[src/hdl/isp_params.svh]
// constants for the shared indicator / strap pin block
// assumes a single 250 MHz clock and plain integer arithmetic at elaboration
`ifndef ISP_PARAMS_SVH
`define ISP_PARAMS_SVH

// ==========================================================
// indicator configuration field encodings
`define ISP_CFG_RESERVED    2'h0
`define ISP_CFG_FIVE        2'h1
`define ISP_CFG_FOUR        2'h2
`define ISP_CFG_SIX         2'h3
`define ISP_CFG_RESET       2'h3
`define ISP_CFG_MSB         7
`define ISP_CFG_LSB         6
`define ISP_CFG_REG_ADDR    5'h11

// ==========================================================
// station address bit positions held by the two straps
`define ISP_STRAP_BIT_GIG   3
`define ISP_STRAP_BIT_DUP   2

// ==========================================================
// timing
`define ISP_CLK_MHZ          250
`define ISP_STRAP_SETTLE_NS  1000
`define ISP_STRAP_SETTLE_CYC ((`ISP_STRAP_SETTLE_NS * `ISP_CLK_MHZ + 999) / 1000)
`define ISP_BLINK_HALF_MS    50
`define ISP_BLINK_HALF_CYC   (`ISP_BLINK_HALF_MS * `ISP_CLK_MHZ * 1000)

// ==========================================================
// pin levels (indicators are active low)
`define ISP_LVL_ON   1'b0
`define ISP_LVL_OFF  1'b1

`endif

[src/hdl/isp_pkg.sv]
// types shared by the indicator / strap pin block
// assumes isp_params.svh for all numeric constants
package isp_pkg;

   // ==========================================================
   // link status seen by the indicators
   typedef struct packed {
      logic link_1000;
      logic rx_activity;
      logic tx_activity;
      logic full_duplex;
      logic collision;
   } isp_status_s;

   // ==========================================================
   // configuration field value
   typedef logic [1:0] isp_cfg_t;

   // ==========================================================
   // power-up phase of the shared pins
   typedef enum logic [1:0] {
      ISP_SETTLE,
      ISP_SAMPLE,
      ISP_DRIVE
   } isp_phase_e;

endpackage : isp_pkg

[src/hdl/isp_pin_ctrl.sv]
// one shared pin: strap capture, then indicator drive
// assumes sample_in precedes release_in, both from the owning block
`timescale 1ns/1ns
`include "isp_params.svh"
module isp_pin_ctrl (
   input  wire logic clock_in,
   input  wire logic arst_n_in,
   input  wire logic pin_in,
   input  wire logic sample_in,
   input  wire logic release_in,
   input  wire logic level_in,
   output logic      pin_out,
   output logic      pin_oe_out,
   output logic      strap_bit_out
);

   // ==========================================================
   // strap capture, taken while the pin is still undriven
   always_ff @(posedge clock_in or negedge arst_n_in) begin
      if (!arst_n_in) begin
         strap_bit_out <= 1'b0;
      end else if (sample_in && !pin_oe_out) begin
         strap_bit_out <= pin_in;
      end
   end

   // ==========================================================
   // output enable, raised only after the strap is held
   always_ff @(posedge clock_in or negedge arst_n_in) begin
      if (!arst_n_in) begin
         pin_oe_out <= 1'b0;
      end else if (release_in) begin
         pin_oe_out <= 1'b1;
      end
   end

   // ==========================================================
   // indicator level
   always_ff @(posedge clock_in or negedge arst_n_in) begin
      if (!arst_n_in) begin
         pin_out <= `ISP_LVL_OFF;
      end else if (release_in) begin
         pin_out <= level_in;
      end else begin
         pin_out <= `ISP_LVL_OFF;
      end
   end

endmodule : isp_pin_ctrl

[src/hdl/isp_indicator_pins.sv]
// shared gigabit and duplex indicator / strap pins
// assumes status inputs synchronous to clock_in; config written by management logic
// strap pull levels are read only while both pins are undriven
//
// Contract
// - sample gigabit pin pull level after reset, hold as address bit 3
// - sample duplex pin pull level after reset, hold as address bit 2
// - two-bit config field picks pin function; value 00 is reserved
// - field resets to 11 six-pin; 01 five-pin; 10 four-pin
// - six/five-pin: gigabit pin low with gigabit link up, high otherwise
// - four-pin: gigabit pin high link down, low up, toggles on activity
// - duplex pin high half, low full duplex, toggles during collision; the code holds it high whenever the field is 00
`timescale 1ns/1ns
`include "isp_params.svh"

module isp_indicator_pins #(
   parameter int STRAP_SETTLE_CYCLES = `ISP_STRAP_SETTLE_CYC,
   parameter int BLINK_HALF_CYCLES   = `ISP_BLINK_HALF_CYC
) (
   input  wire logic                 clock_in,
   input  wire logic                 arst_n_in,
   input  wire isp_pkg::isp_status_s status_in,
   input  wire logic                 cfg_wr_in,
   input  wire isp_pkg::isp_cfg_t    cfg_data_in,
   input  wire logic                 gigabit_link_indicator_in,
   output logic                      gigabit_link_indicator_out,
   output logic                      gigabit_link_indicator_oe_out,
   input  wire logic                 duplex_collision_indicator_in,
   output logic                      duplex_collision_indicator_out,
   output logic                      duplex_collision_indicator_oe_out,
   output logic [3:2]                station_address_strap_out,
   output logic                      strap_valid_out,
   output isp_pkg::isp_cfg_t         indicator_config_field_out
);

   localparam int SETTLE_W = (STRAP_SETTLE_CYCLES > 1) ? $clog2(STRAP_SETTLE_CYCLES) : 1;
   localparam int BLINK_W  = (BLINK_HALF_CYCLES > 1) ? $clog2(BLINK_HALF_CYCLES) : 1;

   isp_pkg::isp_phase_e phase;
   isp_pkg::isp_phase_e next_phase;
   logic [SETTLE_W-1:0] settle_count;
   logic [BLINK_W-1:0]  blink_count;
   logic                blink_phase;
   logic                sample;
   logic                released;
   logic                gig_level;
   logic                dup_level;
   logic                gig_strap;
   logic                dup_strap;
   logic                blink_wrap;
   logic                gig_activity;
   logic                cfg_defined;

   // ==========================================================
   // configuration field
   always_ff @(posedge clock_in or negedge arst_n_in) begin
      if (!arst_n_in) begin
         indicator_config_field_out <= `ISP_CFG_RESET;
      end else if (cfg_wr_in) begin
         indicator_config_field_out <= cfg_data_in;
      end
   end

   // ==========================================================
   // power-up phase: settle, sample straps, then drive
   always_comb begin
      next_phase = phase;
      case (phase)
         isp_pkg::ISP_SETTLE: begin
            if (settle_count == SETTLE_W'(STRAP_SETTLE_CYCLES - 1)) begin
               next_phase = isp_pkg::ISP_SAMPLE;
            end
         end
         isp_pkg::ISP_SAMPLE: begin
            next_phase = isp_pkg::ISP_DRIVE;
         end
         isp_pkg::ISP_DRIVE: begin
            next_phase = isp_pkg::ISP_DRIVE;
         end
         default: begin
            next_phase = isp_pkg::ISP_SETTLE;
         end
      endcase
   end

   always_ff @(posedge clock_in or negedge arst_n_in) begin
      if (!arst_n_in) begin
         phase <= isp_pkg::ISP_SETTLE;
      end else begin
         phase <= next_phase;
      end
   end

   always_ff @(posedge clock_in or negedge arst_n_in) begin
      if (!arst_n_in) begin
         settle_count <= '0;
      end else if (phase == isp_pkg::ISP_SETTLE) begin
         settle_count <= settle_count + SETTLE_W'(1);
      end
   end

   assign sample   = (phase == isp_pkg::ISP_SAMPLE);
   assign released = (phase == isp_pkg::ISP_DRIVE);

   // ==========================================================
   // blink generator, free running once pins are driven
   assign blink_wrap = (blink_count == BLINK_W'(BLINK_HALF_CYCLES - 1));

   always_ff @(posedge clock_in or negedge arst_n_in) begin
      if (!arst_n_in) begin
         blink_count <= '0;
      end else if (!released) begin
         blink_count <= '0;
      end else if (blink_wrap) begin
         blink_count <= '0;
      end else begin
         blink_count <= blink_count + BLINK_W'(1);
      end
   end

   always_ff @(posedge clock_in or negedge arst_n_in) begin
      if (!arst_n_in) begin
         blink_phase <= `ISP_LVL_OFF;
      end else if (!released) begin
         blink_phase <= `ISP_LVL_OFF;
      end else if (blink_wrap) begin
         blink_phase <= ~blink_phase;
      end
   end

   // ==========================================================
   // activity and configuration decode
   assign gig_activity = status_in.rx_activity || status_in.tx_activity;
   assign cfg_defined  = (indicator_config_field_out != `ISP_CFG_RESERVED);

   // ==========================================================
   // gigabit pin function
   always_comb begin
      gig_level = `ISP_LVL_OFF;
      case (indicator_config_field_out)
         `ISP_CFG_SIX,
         `ISP_CFG_FIVE: begin
            gig_level = status_in.link_1000 ? `ISP_LVL_ON : `ISP_LVL_OFF;
         end
         `ISP_CFG_FOUR: begin
            if (!status_in.link_1000) begin
               gig_level = `ISP_LVL_OFF;
            end else if (gig_activity) begin
               gig_level = blink_phase;
            end else begin
               gig_level = `ISP_LVL_ON;
            end
         end
         default: begin
            gig_level = `ISP_LVL_OFF;
         end
      endcase
   end

   // ==========================================================
   // duplex pin function
   always_comb begin
      dup_level = `ISP_LVL_OFF;
      if (!cfg_defined) begin
         dup_level = `ISP_LVL_OFF;
      end else if (status_in.collision) begin
         dup_level = blink_phase;
      end else if (status_in.full_duplex) begin
         dup_level = `ISP_LVL_ON;
      end else begin
         dup_level = `ISP_LVL_OFF;
      end
   end

   // ==========================================================
   // pin instances
   isp_pin_ctrl u_gig_pin (
      .clock_in      (clock_in),
      .arst_n_in     (arst_n_in),
      .pin_in        (gigabit_link_indicator_in),
      .sample_in     (sample),
      .release_in    (released),
      .level_in      (gig_level),
      .pin_out       (gigabit_link_indicator_out),
      .pin_oe_out    (gigabit_link_indicator_oe_out),
      .strap_bit_out (gig_strap)
   );

   isp_pin_ctrl u_dup_pin (
      .clock_in      (clock_in),
      .arst_n_in     (arst_n_in),
      .pin_in        (duplex_collision_indicator_in),
      .sample_in     (sample),
      .release_in    (released),
      .level_in      (dup_level),
      .pin_out       (duplex_collision_indicator_out),
      .pin_oe_out    (duplex_collision_indicator_oe_out),
      .strap_bit_out (dup_strap)
   );

   // ==========================================================
   // station address strap bits
   always_ff @(posedge clock_in or negedge arst_n_in) begin
      if (!arst_n_in) begin
         station_address_strap_out <= '0;
      end else if (released) begin
         station_address_strap_out[`ISP_STRAP_BIT_GIG] <= gig_strap;
         station_address_strap_out[`ISP_STRAP_BIT_DUP] <= dup_strap;
      end
   end

   // ==========================================================
   // strap held flag
   always_ff @(posedge clock_in or negedge arst_n_in) begin
      if (!arst_n_in) begin
         strap_valid_out <= 1'b0;
      end else if (released) begin
         strap_valid_out <= 1'b1;
      end
   end

endmodule : isp_indicator_pins

[config.mk]
export PLATFORM = sky130hd
export DESIGN_NAME = isp_indicator_pins
export DESIGN_NICKNAME = d
export VERILOG_FILES = /design/src/hdl/isp_pkg.sv /design/src/hdl/isp_pin_ctrl.sv /design/src/hdl/isp_indicator_pins.sv
export VERILOG_INCLUDE_DIRS = /design/src /design/src/hdl
export SDC_FILE = /design/constraint.sdc
export NUM_CORES = 1
export LEC_CHECK = 0
export BUFFER_PORTS_ARGS = -buffer_cell sky130_fd_sc_hd__buf_2
export CAP_MARGIN = 20
export CORE_ASPECT_RATIO = 0.75
export CORE_MARGIN = 5
export CORE_UTILIZATION = 25
export DETAILED_ROUTE_END_ITERATION = 10
export MAX_ROUTING_LAYER = met4
export PLACE_DENSITY = 0.51
export SYNTH_ARGS = -nofsm -noshare
export SYNTH_HDL_FRONTEND = slang
export SYNTH_SLANG_ARGS = --single-unit
[constraint.sdc]
create_clock -name clock_in -period 2.5 [get_ports clock_in]
set_clock_uncertainty 0.05 [all_clocks]
set_input_delay 0.125 -clock clock_in [delete_from_list [all_inputs] [get_ports clock_in]]
set_output_delay 0.125 -clock clock_in [all_outputs]
set_load 0.1 [all_outputs]
Word level (Yosys, flattened, before mapping) --
Index checks and enable logic that the tools add are counted.
Word-level totals: word-level logic and storage cells 45, register bits 44
Cells by class: muxes and demuxes 15, equality and inequality tests 9, bitwise logic cells 1, reduce and logical (&&, ||, !) cells 7, $add $sub $neg 2
Operators with widths (number):
- 2-to-1 mux 24 bit | 2
- adder 24 x 1 -> 24 bit (second input constant) | 1
- == test 24 bit (second input constant) | 1
- 2-to-1 mux 1 bit | 10
- adder 8 x 1 -> 8 bit (second input constant) | 1
- == test 8 bit (second input constant) | 1
- == test 2 bit (second input constant) | 3
- == test 2 x 1 -> 1 bit (second input constant) | 2
- case mux 2 bit (2 select lines) | 1
- OR reduction 2 bit | 2
- logical NOT 2 bit | 1
- 2-to-1 mux 2 bit | 1
- != test 2 x 1 -> 1 bit (second input constant) | 1
- != test 2 bit (second input constant) | 1
- case mux 1 bit (2 select lines) | 1
- nonzero test 2 bit | 1
- logical AND 1 bit | 1
- logical NOT 1 bit | 1
- logical OR 1 bit | 1
- NOT 1 bit | 1

Logic depth before layout (Yosys ltp) --
Gate-level depths: netlist of run 1.
depth in word-level cells 5, depth in mapped cells 7, depth with buffers taken out 6

Modules after synthesis --
Synthesis of run 1 repeated with hierarchy kept, for this count alone.
Unflattened totals: cells, all modules 202, area, all modules 2213.4 um^2
Modules (own cells, without submodules):
- isp_indicator_pins | instances 1, cells an instance 188, area each 1993.2 um^2
- isp_pin_ctrl | instances 2, cells an instance 7, area each 110.1 um^2

Worst setup path before layout of run 1 --
No wires, ideal clock.
path kind register to register, from register blink_count[0], to register blink_count[20], data arrival time 1970 ps, data required time 2377 ps, setup slack 407 ps, clock period less this slack 2093 ps, stages on the path, launching flop included 7, path buffers 1, path through dfrtp_1 -> ha_1 -> nand4_2 -> or4_1 -> buf_2 -> or4_4 -> a21oi_2
Between the ends: word-level cells in the longest chain between the ends 3, elaborated cells on any way between the ends 4
Ends and longest elaborated chain:
- start, declared | RTL line isp_indicator_pins.sv:42 | logic [BLINK_W-1:0] blink_count;
- start signal, assigned | RTL line isp_indicator_pins.sv:117 | blink_count <= blink_count + BLINK_W'(1);
- adder 24 x 1 -> 24 bit or == test 24 bit (tied branches) | RTL line isp_indicator_pins.sv:117, isp_indicator_pins.sv:107
- 2-to-1 mux 24 bit * | RTL line isp_indicator_pins.sv:114 | end else if (blink_wrap) begin
- 2-to-1 mux 24 bit * | RTL line isp_indicator_pins.sv:112 | end else if (!released) begin
Mark *: on every way between the ends. The rest lies on a longest branch, timed or not. A chain may end at the register's enable or synchronous reset.

Worst setup path in the final report of run 1 --
Same ends and word-level chain as after synthesis.

==> results.py, run 1 <==
metrics = {
    "clock_tree": {
        "htreeDepth": 2,
        "cts_tree": "built",
        "cts.path.max_buffers": 2,
        "cts_inserted_buffers": 5,
        "clkLatencyLatePin_ns": 0.28,
        "cts-root-buf": "clkbuf_16",
        "cts_sinks": 44,
        "clk_pin_slew_ns": 0.06,
        "cts_resized": 0,
        "post_cts_buffers": 0,
    },
    "route": {
        "drt_wl_total_um": 3990,
        "wire_per_inst_um": 11.9,
        "antenna_left": 0,
        "vias": 1520,
        "drc_errors": 0,
        "viasPerCell": 4.52,
        "first_pass_iters": 4,
        "drtIter0Drc": 84,
    },
    "layout": {
        "regArea_um2": 1110,
        "drive_gt1_frac": 0.215,
        "fin_nets": 246,
        "antenna_cells": 0,
        "nFillCells": 859,
        "syn_to_final_growth_pct": 19.5,
        "utilization": 0.305,
        "final_cell_mix": "39 x dfrtp_1, 21 x nor2_1, 20 x buf_2, 15 x nand2_1",
        "multi_input_area_um2": 968,
        "layout_commonest_cell": "dfrtp_1",
    },
    "timing": {
        "rsz0062_at_grt": "no",
        "period_share": 0.908,
        "max_freq_mhz": 441,
        "finalSetupTns_ns": 0,
        "finalCriticalPeriod_ns": 2.27,
        "setup_viol": 0,
        "final_max_slew_viol_count": 0,
        "relSlewSlack": 0.574,
        "tightest_slew_ns": 0.630,
        "finalHoldViolCount": 0,
    },
    "place": {
        "routabilityCongestion": 0.721,
        "hpwl_um": 2740,
        "portBuffers": 20,
    },
    "critical_path": {
        "crit_required_ns": 2.67,
        "reg2reg_from": "blink_count[0]",
        "cp-start-kind": "flip-flop",
        "crit_path_start": "blink_count[0]",
        "endpoint_kind": "flip-flop",
        "arrival_ns": 2.44,
        "crit_fanout": 9,
        "critical_path_class": "flip-flop to flip-flop",
    },
    "synthesis": {
        "synth_simple_gate_area_share": 0.212,
        "synthCells": 205,
        "syn-cell-area_um2": 2150,
        "synthAdderAreaFrac": 0.0408,
        "synth_fp_nets": 224,
        "syn_area_per_cell_um2": 10.5,
        "synth.distinct_cells": 36,
        "synth_top_family_by_area": "simple AND/OR/NAND/NOR gates",
        "synth_compound_area_frac": 0.0868,
        "ys_warn_count": 0,
        "muxShareOfSynthArea": 0.0361,
        "synth_xor_area_frac": 0.0734,
        "ys_seq_elements": 44,
        "synth_seq_area_share": 0.516,
    },
    "global_route": {
        "grt_pass1_wl_um": 6910,
        "antenna_found_initial": 0,
        "grt_pass1_vias": 1459,
        "globalRouteOverflowTotal": 0,
        "grt_start_max_net_pins": 45,
        "track_usage": 0.0823,
    },
    "pwr": {
        "vdd_ir_drop_max_mv": 0.348,
        "pwr_density_cell_nw_per_um2": 604,
        "power.leakage_uw": 0.00103,
        "power_uw": 1550,
    },
    "worst_hold_path": {
        "min-delay-path-class": "input pin to flip-flop",
        "hp-start": "duplex_collision_indicator_in",
    },
    "die": {
        "die_area_um2": 10600,
        "ioPinCount": 21,
        "die_h_um": 90.3,
        "rows": 29,
        "die_x_um": 117,
        "initial_utilization": 0.255,
        "core_um2": 8420,
    },
    "outcome": {
        "outcome": "complete, no violations",
    },
    "job": {
        "maxCapViolations": 0,
    },
}
[flip-flops by register name, summed over array words and instances, names as in the netlist]
name                        flops
blink_count                    24
blink_phase                     1
u_dup_pin.strap_bit_out         1
settle_count                    8
station_address_strap_out       2
phase                           2
u_dup_pin.pin_out               1
strap_valid_out                 1
indicator_config_field_out      2
u_gig_pin.pin_out               1
u_gig_pin.strap_bit_out         1
[cell usage after synthesis]
master    number  area, µm²
a21o_1         1       7.51
a21oi_1       11       55.1
a21oi_2        1       8.76
and3_1         1       6.26
and4_1         2       17.5
buf_2          4       20.0
buf_4          2       15.0
clkbuf_1       3       11.3
dfrtp_1       39        976
dfstp_2        5        131
ha_1           7       87.6
inv_1          8       30.0
mux2_2         6       67.6
mux2i_1        1       10.0
nand2_1       15       56.3
nand3_1       10       50.1
nand3_2        1       10.0
nand4_1        5       31.3
nand4_2        1       12.5
nand4_4        1       21.3
nor2_1        21       78.8
nor2b_1        1       6.26
nor3_1         1       5.00
nor4_1         2       12.5
nor4b_1        2       17.5
o211ai_1       1       7.51
o21ai_0        9       45.0
o31ai_1        6       45.0
o41ai_1        2       17.5
or2_2          2       12.5
or3_1          8       50.1
or4_1          6       45.0
or4_4          1       11.3
or4b_1         1       10.0
xnor2_1       11       96.3
xor2_1         7       61.3
[what timing repair did]
action,CTS,global route
setup endpoints to repair,0,0
hold endpoints to repair,1,16
hold buffers,1,1
[metrics by stage]
stage / cells / instance area, µm² / hold slack (ns) / setup slack (ns)
2_1_floorplan: 205 / 2150 / -0.221 / 0.407
3_3_place_gp: 325 / 2350 / 0.239 / 0.266
3_5_place_dp: 325 / 2350 / 0.238 / 0.221
4_1_cts: 334 / 2540 / 0.00693 / 0.207
5_1_grt: 336 / 2570 / 0.0162 / 0.0745
6_report: 336 / 2570 / 0.0251 / 0.230
[area by class of cell]
cell class / instances / share of cell area
Clock buffer: 6 / 0.0541
Sequential cell: 44 / 0.431
Tap cell: 108 / 0.0527
Clock inverter: 2 / 0.0151
Multi-Input combinational cell: 144 / 0.377
Timing Repair Buffer: 24 / 0.0575
Inverter: 8 / 0.0117
[per-layer routing]
metal	wire (µm)	vias up	share of wire	GRT usage
met5	0	-	0	-
met2	1600	25	0.40	0.108
met1	2150	725	0.54	0.119
met3	188	4	0.047	0.0261
met4	55	0	0.014	0.0258
li1	-	766	-	-
[path summary, 6_finish.rpt]
kind | cells past startpoint | to | slack [ns]
max | 5 | blink_count[20] | 0.23
min | 2 | u_dup_pin.strap_bit_out | 0.03
max reg2reg | 5 | blink_count[20] | 0.23
min reg2reg | 1 | blink_count[0] | 0.44
max in group asynchronous | 3 | u_gig_pin.pin_out | 1.57
min in group asynchronous | 2 | blink_count[1] | 0.26
[cells by family after synthesis]
kind of cell               count (synthesis)
adders and majority gates                  7
and+or+nand+nor                           81
muxes                                      7
AOI/OAI and AO/OA                         31
xor gates and xnor gates                  18
DFF                                       44
buffers and inverters                     17
[critical path, cell delays in order (launching register included)]
cell and delay, ns:
dfrtp_1 0.39, ha_1 0.23, nand4_2 0.16, or4_1 0.71, or4_4 0.53, a21oi_2 0.14
[power breakdown]
part	switching [µW]	total, µW	internal [µW]
clock network	267	767	500
logic	45.1	63.1	17.9
registers	2.98	721	718
total	315	1550	1240
No activity file was read; power rests on OpenSTA's default activity.
==> inputs of run 2 (changes only) <==
--- a/config.mk
+++ b/config.mk
@@ -11,9 +11,11 @@
 export CORE_ASPECT_RATIO = 0.75
 export CORE_MARGIN = 5
 export CORE_UTILIZATION = 25
+export CTS_BUF_LIST = sky130_fd_sc_hd__clkbuf_16
 export DETAILED_ROUTE_END_ITERATION = 10
 export MAX_ROUTING_LAYER = met4
 export PLACE_DENSITY = 0.51
 export SYNTH_ARGS = -nofsm -noshare
 export SYNTH_HDL_FRONTEND = slang
+export SYNTH_HIERARCHICAL = 1
 export SYNTH_SLANG_ARGS = --single-unit
==> results.py, run 2 <==
metrics = {
    "route": {
        "first_pass_iters": 4,
        "drtIter0Drc": 78,
        "viasPerCell": 4.46,
        "antenna_left": 0,
        "drc_errors": 0,
        "drt_wl_total_um": 4020,
        "vias": 1493,
        "wire_per_inst_um": 12.0,
    },
    "outcome": {
        "outcome": "complete, no violations",
    },
    "critical_path": {
        "cp_num_buf_inv": 1,
        "reg2reg_slack_ns": 0.53,
        "crit_required_ns": 2.62,
        "crit_path_top_delay_cell": "o21ai_2",
        "endpoint_kind": "flip-flop",
        "worstRegToRegCells": 6,
        "cp_top_family": "simple AND/OR/NAND/NOR gates",
        "cp_cell_sequence": "ha_1 > and4_1 > nand4_1 > o21ai_2 > buf_12 > nor2_1",
        "critical_path_class": "flip-flop to flip-flop",
        "crit_fanout": 19,
        "cp-start-kind": "flip-flop",
        "rr_endpoint": "blink_count[5]",
        "reg2reg_from": "blink_count[0]",
        "arrival_ns": 2.09,
        "max_stage_delay_ns": 0.39,
    },
    "clock_tree": {
        "htreeDepth": 2,
        "cts_inserted_buffers": 5,
        "cts_sinks": 46,
        "clk_pin_slew_ns": 0.07,
        "clkLatencyLatePin_ns": 0.29,
        "cts_tree": "built",
        "cts.path.max_buffers": 2,
        "cts-root-buf": "clkbuf_16",
    },
    "timing": {
        "fin_hold_ws_ns": 0.0184,
        "final_max_slew_viol_count": 0,
        "tightest_slew_ns": 0.660,
        "finalHoldViolCount": 0,
        "max_freq_mhz": 507,
        "finalSetupTns_ns": 0,
        "finalCriticalPeriod_ns": 1.97,
        "period_share": 0.789,
        "relSlewSlack": 0.560,
        "setup_viol": 0,
        "rsz0062_at_grt": "no",
    },
    "synthesis": {
        "ys_warn_count": 6,
        "yosysTopAreaCell": "dfrtp_1",
        "synth.distinct_cells": 39,
        "synthCells": 202,
        "synth_common_cells": "41 x dfrtp_1, 18 x nor2_1, 16 x xor2_1, 13 x nand2_1, 11 x nand4_1",
        "synth_ff_type": "dfrtp_1",
        "synth_fp_nets": 221,
        "ys_seq_elements": 46,
        "syn-cell-area_um2": 2210,
        "synth_edf_count": 0,
        "yosysMostFrequentCell": "dfrtp_1",
        "syn_area_per_cell_um2": 11.0,
        "synth_seq_area_share": 0.523,
        "ys_top_cells_by_area": "dfrtp_1 46%, xor2_1 6.3%, dfstp_2 5.9%, ha_1 4.0%, nand4_1 3.1%",
        "synth-async-reset-ratio": 1.00,
        "yosysTopAreaCellShare": 0.464,
    },
    "worst_hold_path": {
        "hp-start": "cfg_data_in[0]",
        "min-delay-path-class": "input pin to flip-flop",
        "whs_path_depth": 2,
        "holdPathEnd": "indicator_config_field_out[0]",
    },
    "die": {
        "ioPinCount": 21,
        "die_area_um2": 10900,
        "die_h_um": 91.5,
        "initial_utilization": 0.258,
        "die_x_um": 119,
        "core_um2": 8560,
        "rows": 29,
    },
    "layout": {
        "top_register": "blink_count",
        "largest_reg_flops": 24,
        "fin_area_um2": 2610,
        "final_cell_mix": "41 x dfrtp_1, 20 x buf_2, 18 x nor2_1, 16 x xor2_1, 13 x nand2_1",
        "fin_nets": 245,
        "drive_gt1_frac": 0.229,
        "top_regs": "blink_count (24), settle_count (8)",
        "final_cell_count_no_fill": 335,
        "antenna_cells": 0,
        "layout_commonest_cell": "dfrtp_1",
        "syn_to_final_growth_pct": 17.8,
    },
    "pwr": {
        "power_uw": 1560,
        "pwr_density_cell_nw_per_um2": 598,
        "power.leakage_uw": 0.00110,
        "vdd_ir_drop_max_mv": 0.322,
    },
    "place": {
        "routabilityCongestion": 0.712,
        "placed_cells": 326,
        "hpwl_um": 2840,
        "placed_area_um2": 2430,
        "portBuffers": 20,
    },
    "global_route": {
        "antenna_found_initial": 0,
        "globalRouteOverflowTotal": 0,
        "grt_start_max_net_pins": 30,
        "grt_pass1_wl_um": 7330,
        "grt_pass1_vias": 1460,
        "track_usage": 0.0850,
    },
    "job": {
        "maxCapViolations": 0,
    },
}
-- run 2: worst max-delay path by stage --
stage	start	to	slack, ns	cells after the start
after global routing	blink_count[0]	blink_count[17]	0.34	6
after detailed placement	blink_count[0]	blink_count[18]	0.55	6
final	blink_count[0]	blink_count[5]	0.53	6
after CTS	blink_count[0]	blink_count[5]	0.53	6
after global placement	blink_count[0]	blink_count[18]	0.61	6
after floorplan	blink_count[0]	blink_count[14]	0.82	7
-- run 2: report_power, final --
group | internal, µW | switching, µW | leakage [µW]
clock network | 468 | 277 | 0.0000812
registers | 750 | 2.76 | 0.000611
logic | 17.2 | 45.5 | 0.000411
total | 1240 | 325 | 0.00110
-- run 2: area by class of cell --
type / count / area, µm²
tap: 108 / 135
inverter: 6 / 22.5
clock buffer: 5 / 125
sequential: 46 / 1160
clock inverter: 3 / 41.3
fill: 873 / 5960
timing repair buffer: 25 / 153
multi-input combinational: 142 / 973
-- run 2: layer usage --
metal	up-vias	routed length, µm	GRT usage
met5	-	0	-
met3	4	270	0.0373
met4	0	40	0.0174
li1	760	-	-
met2	27	1490	0.107
met1	702	2220	0.123
-- run 2: cells by family (layout without fill, tap and decap cells) --
family	after synthesis	in the layout	synth area share
DFF	46	46	0.523
adders and majority gates	7	7	0.0396
and+or+nand+nor	82	82	0.210
xor gates and xnor gates	20	20	0.0791
muxes	7	7	0.0384
buffers and inverters	14	39	0.0373
AOI/OAI and AO/OA	26	26	0.0729
-- run 2: timing repair --
action | 4_1_cts | 5_1_grt
endpoints found under the setup margin | 0 | 0
hold buffers | 1 | 0
hold endpoints to repair | 22 | 0
gates resized for setup | 0 | 0
buffers inserted | 0 | 0
-- run 2: metrics by stage --
step           worst slack (ns)   util
6_report                  0.528  0.305
3_3_place_gp              0.610  0.284
3_5_place_dp              0.547  0.284
5_1_grt                   0.342  0.305
4_1_cts                   0.531  0.305
2_1_floorplan             0.823      -
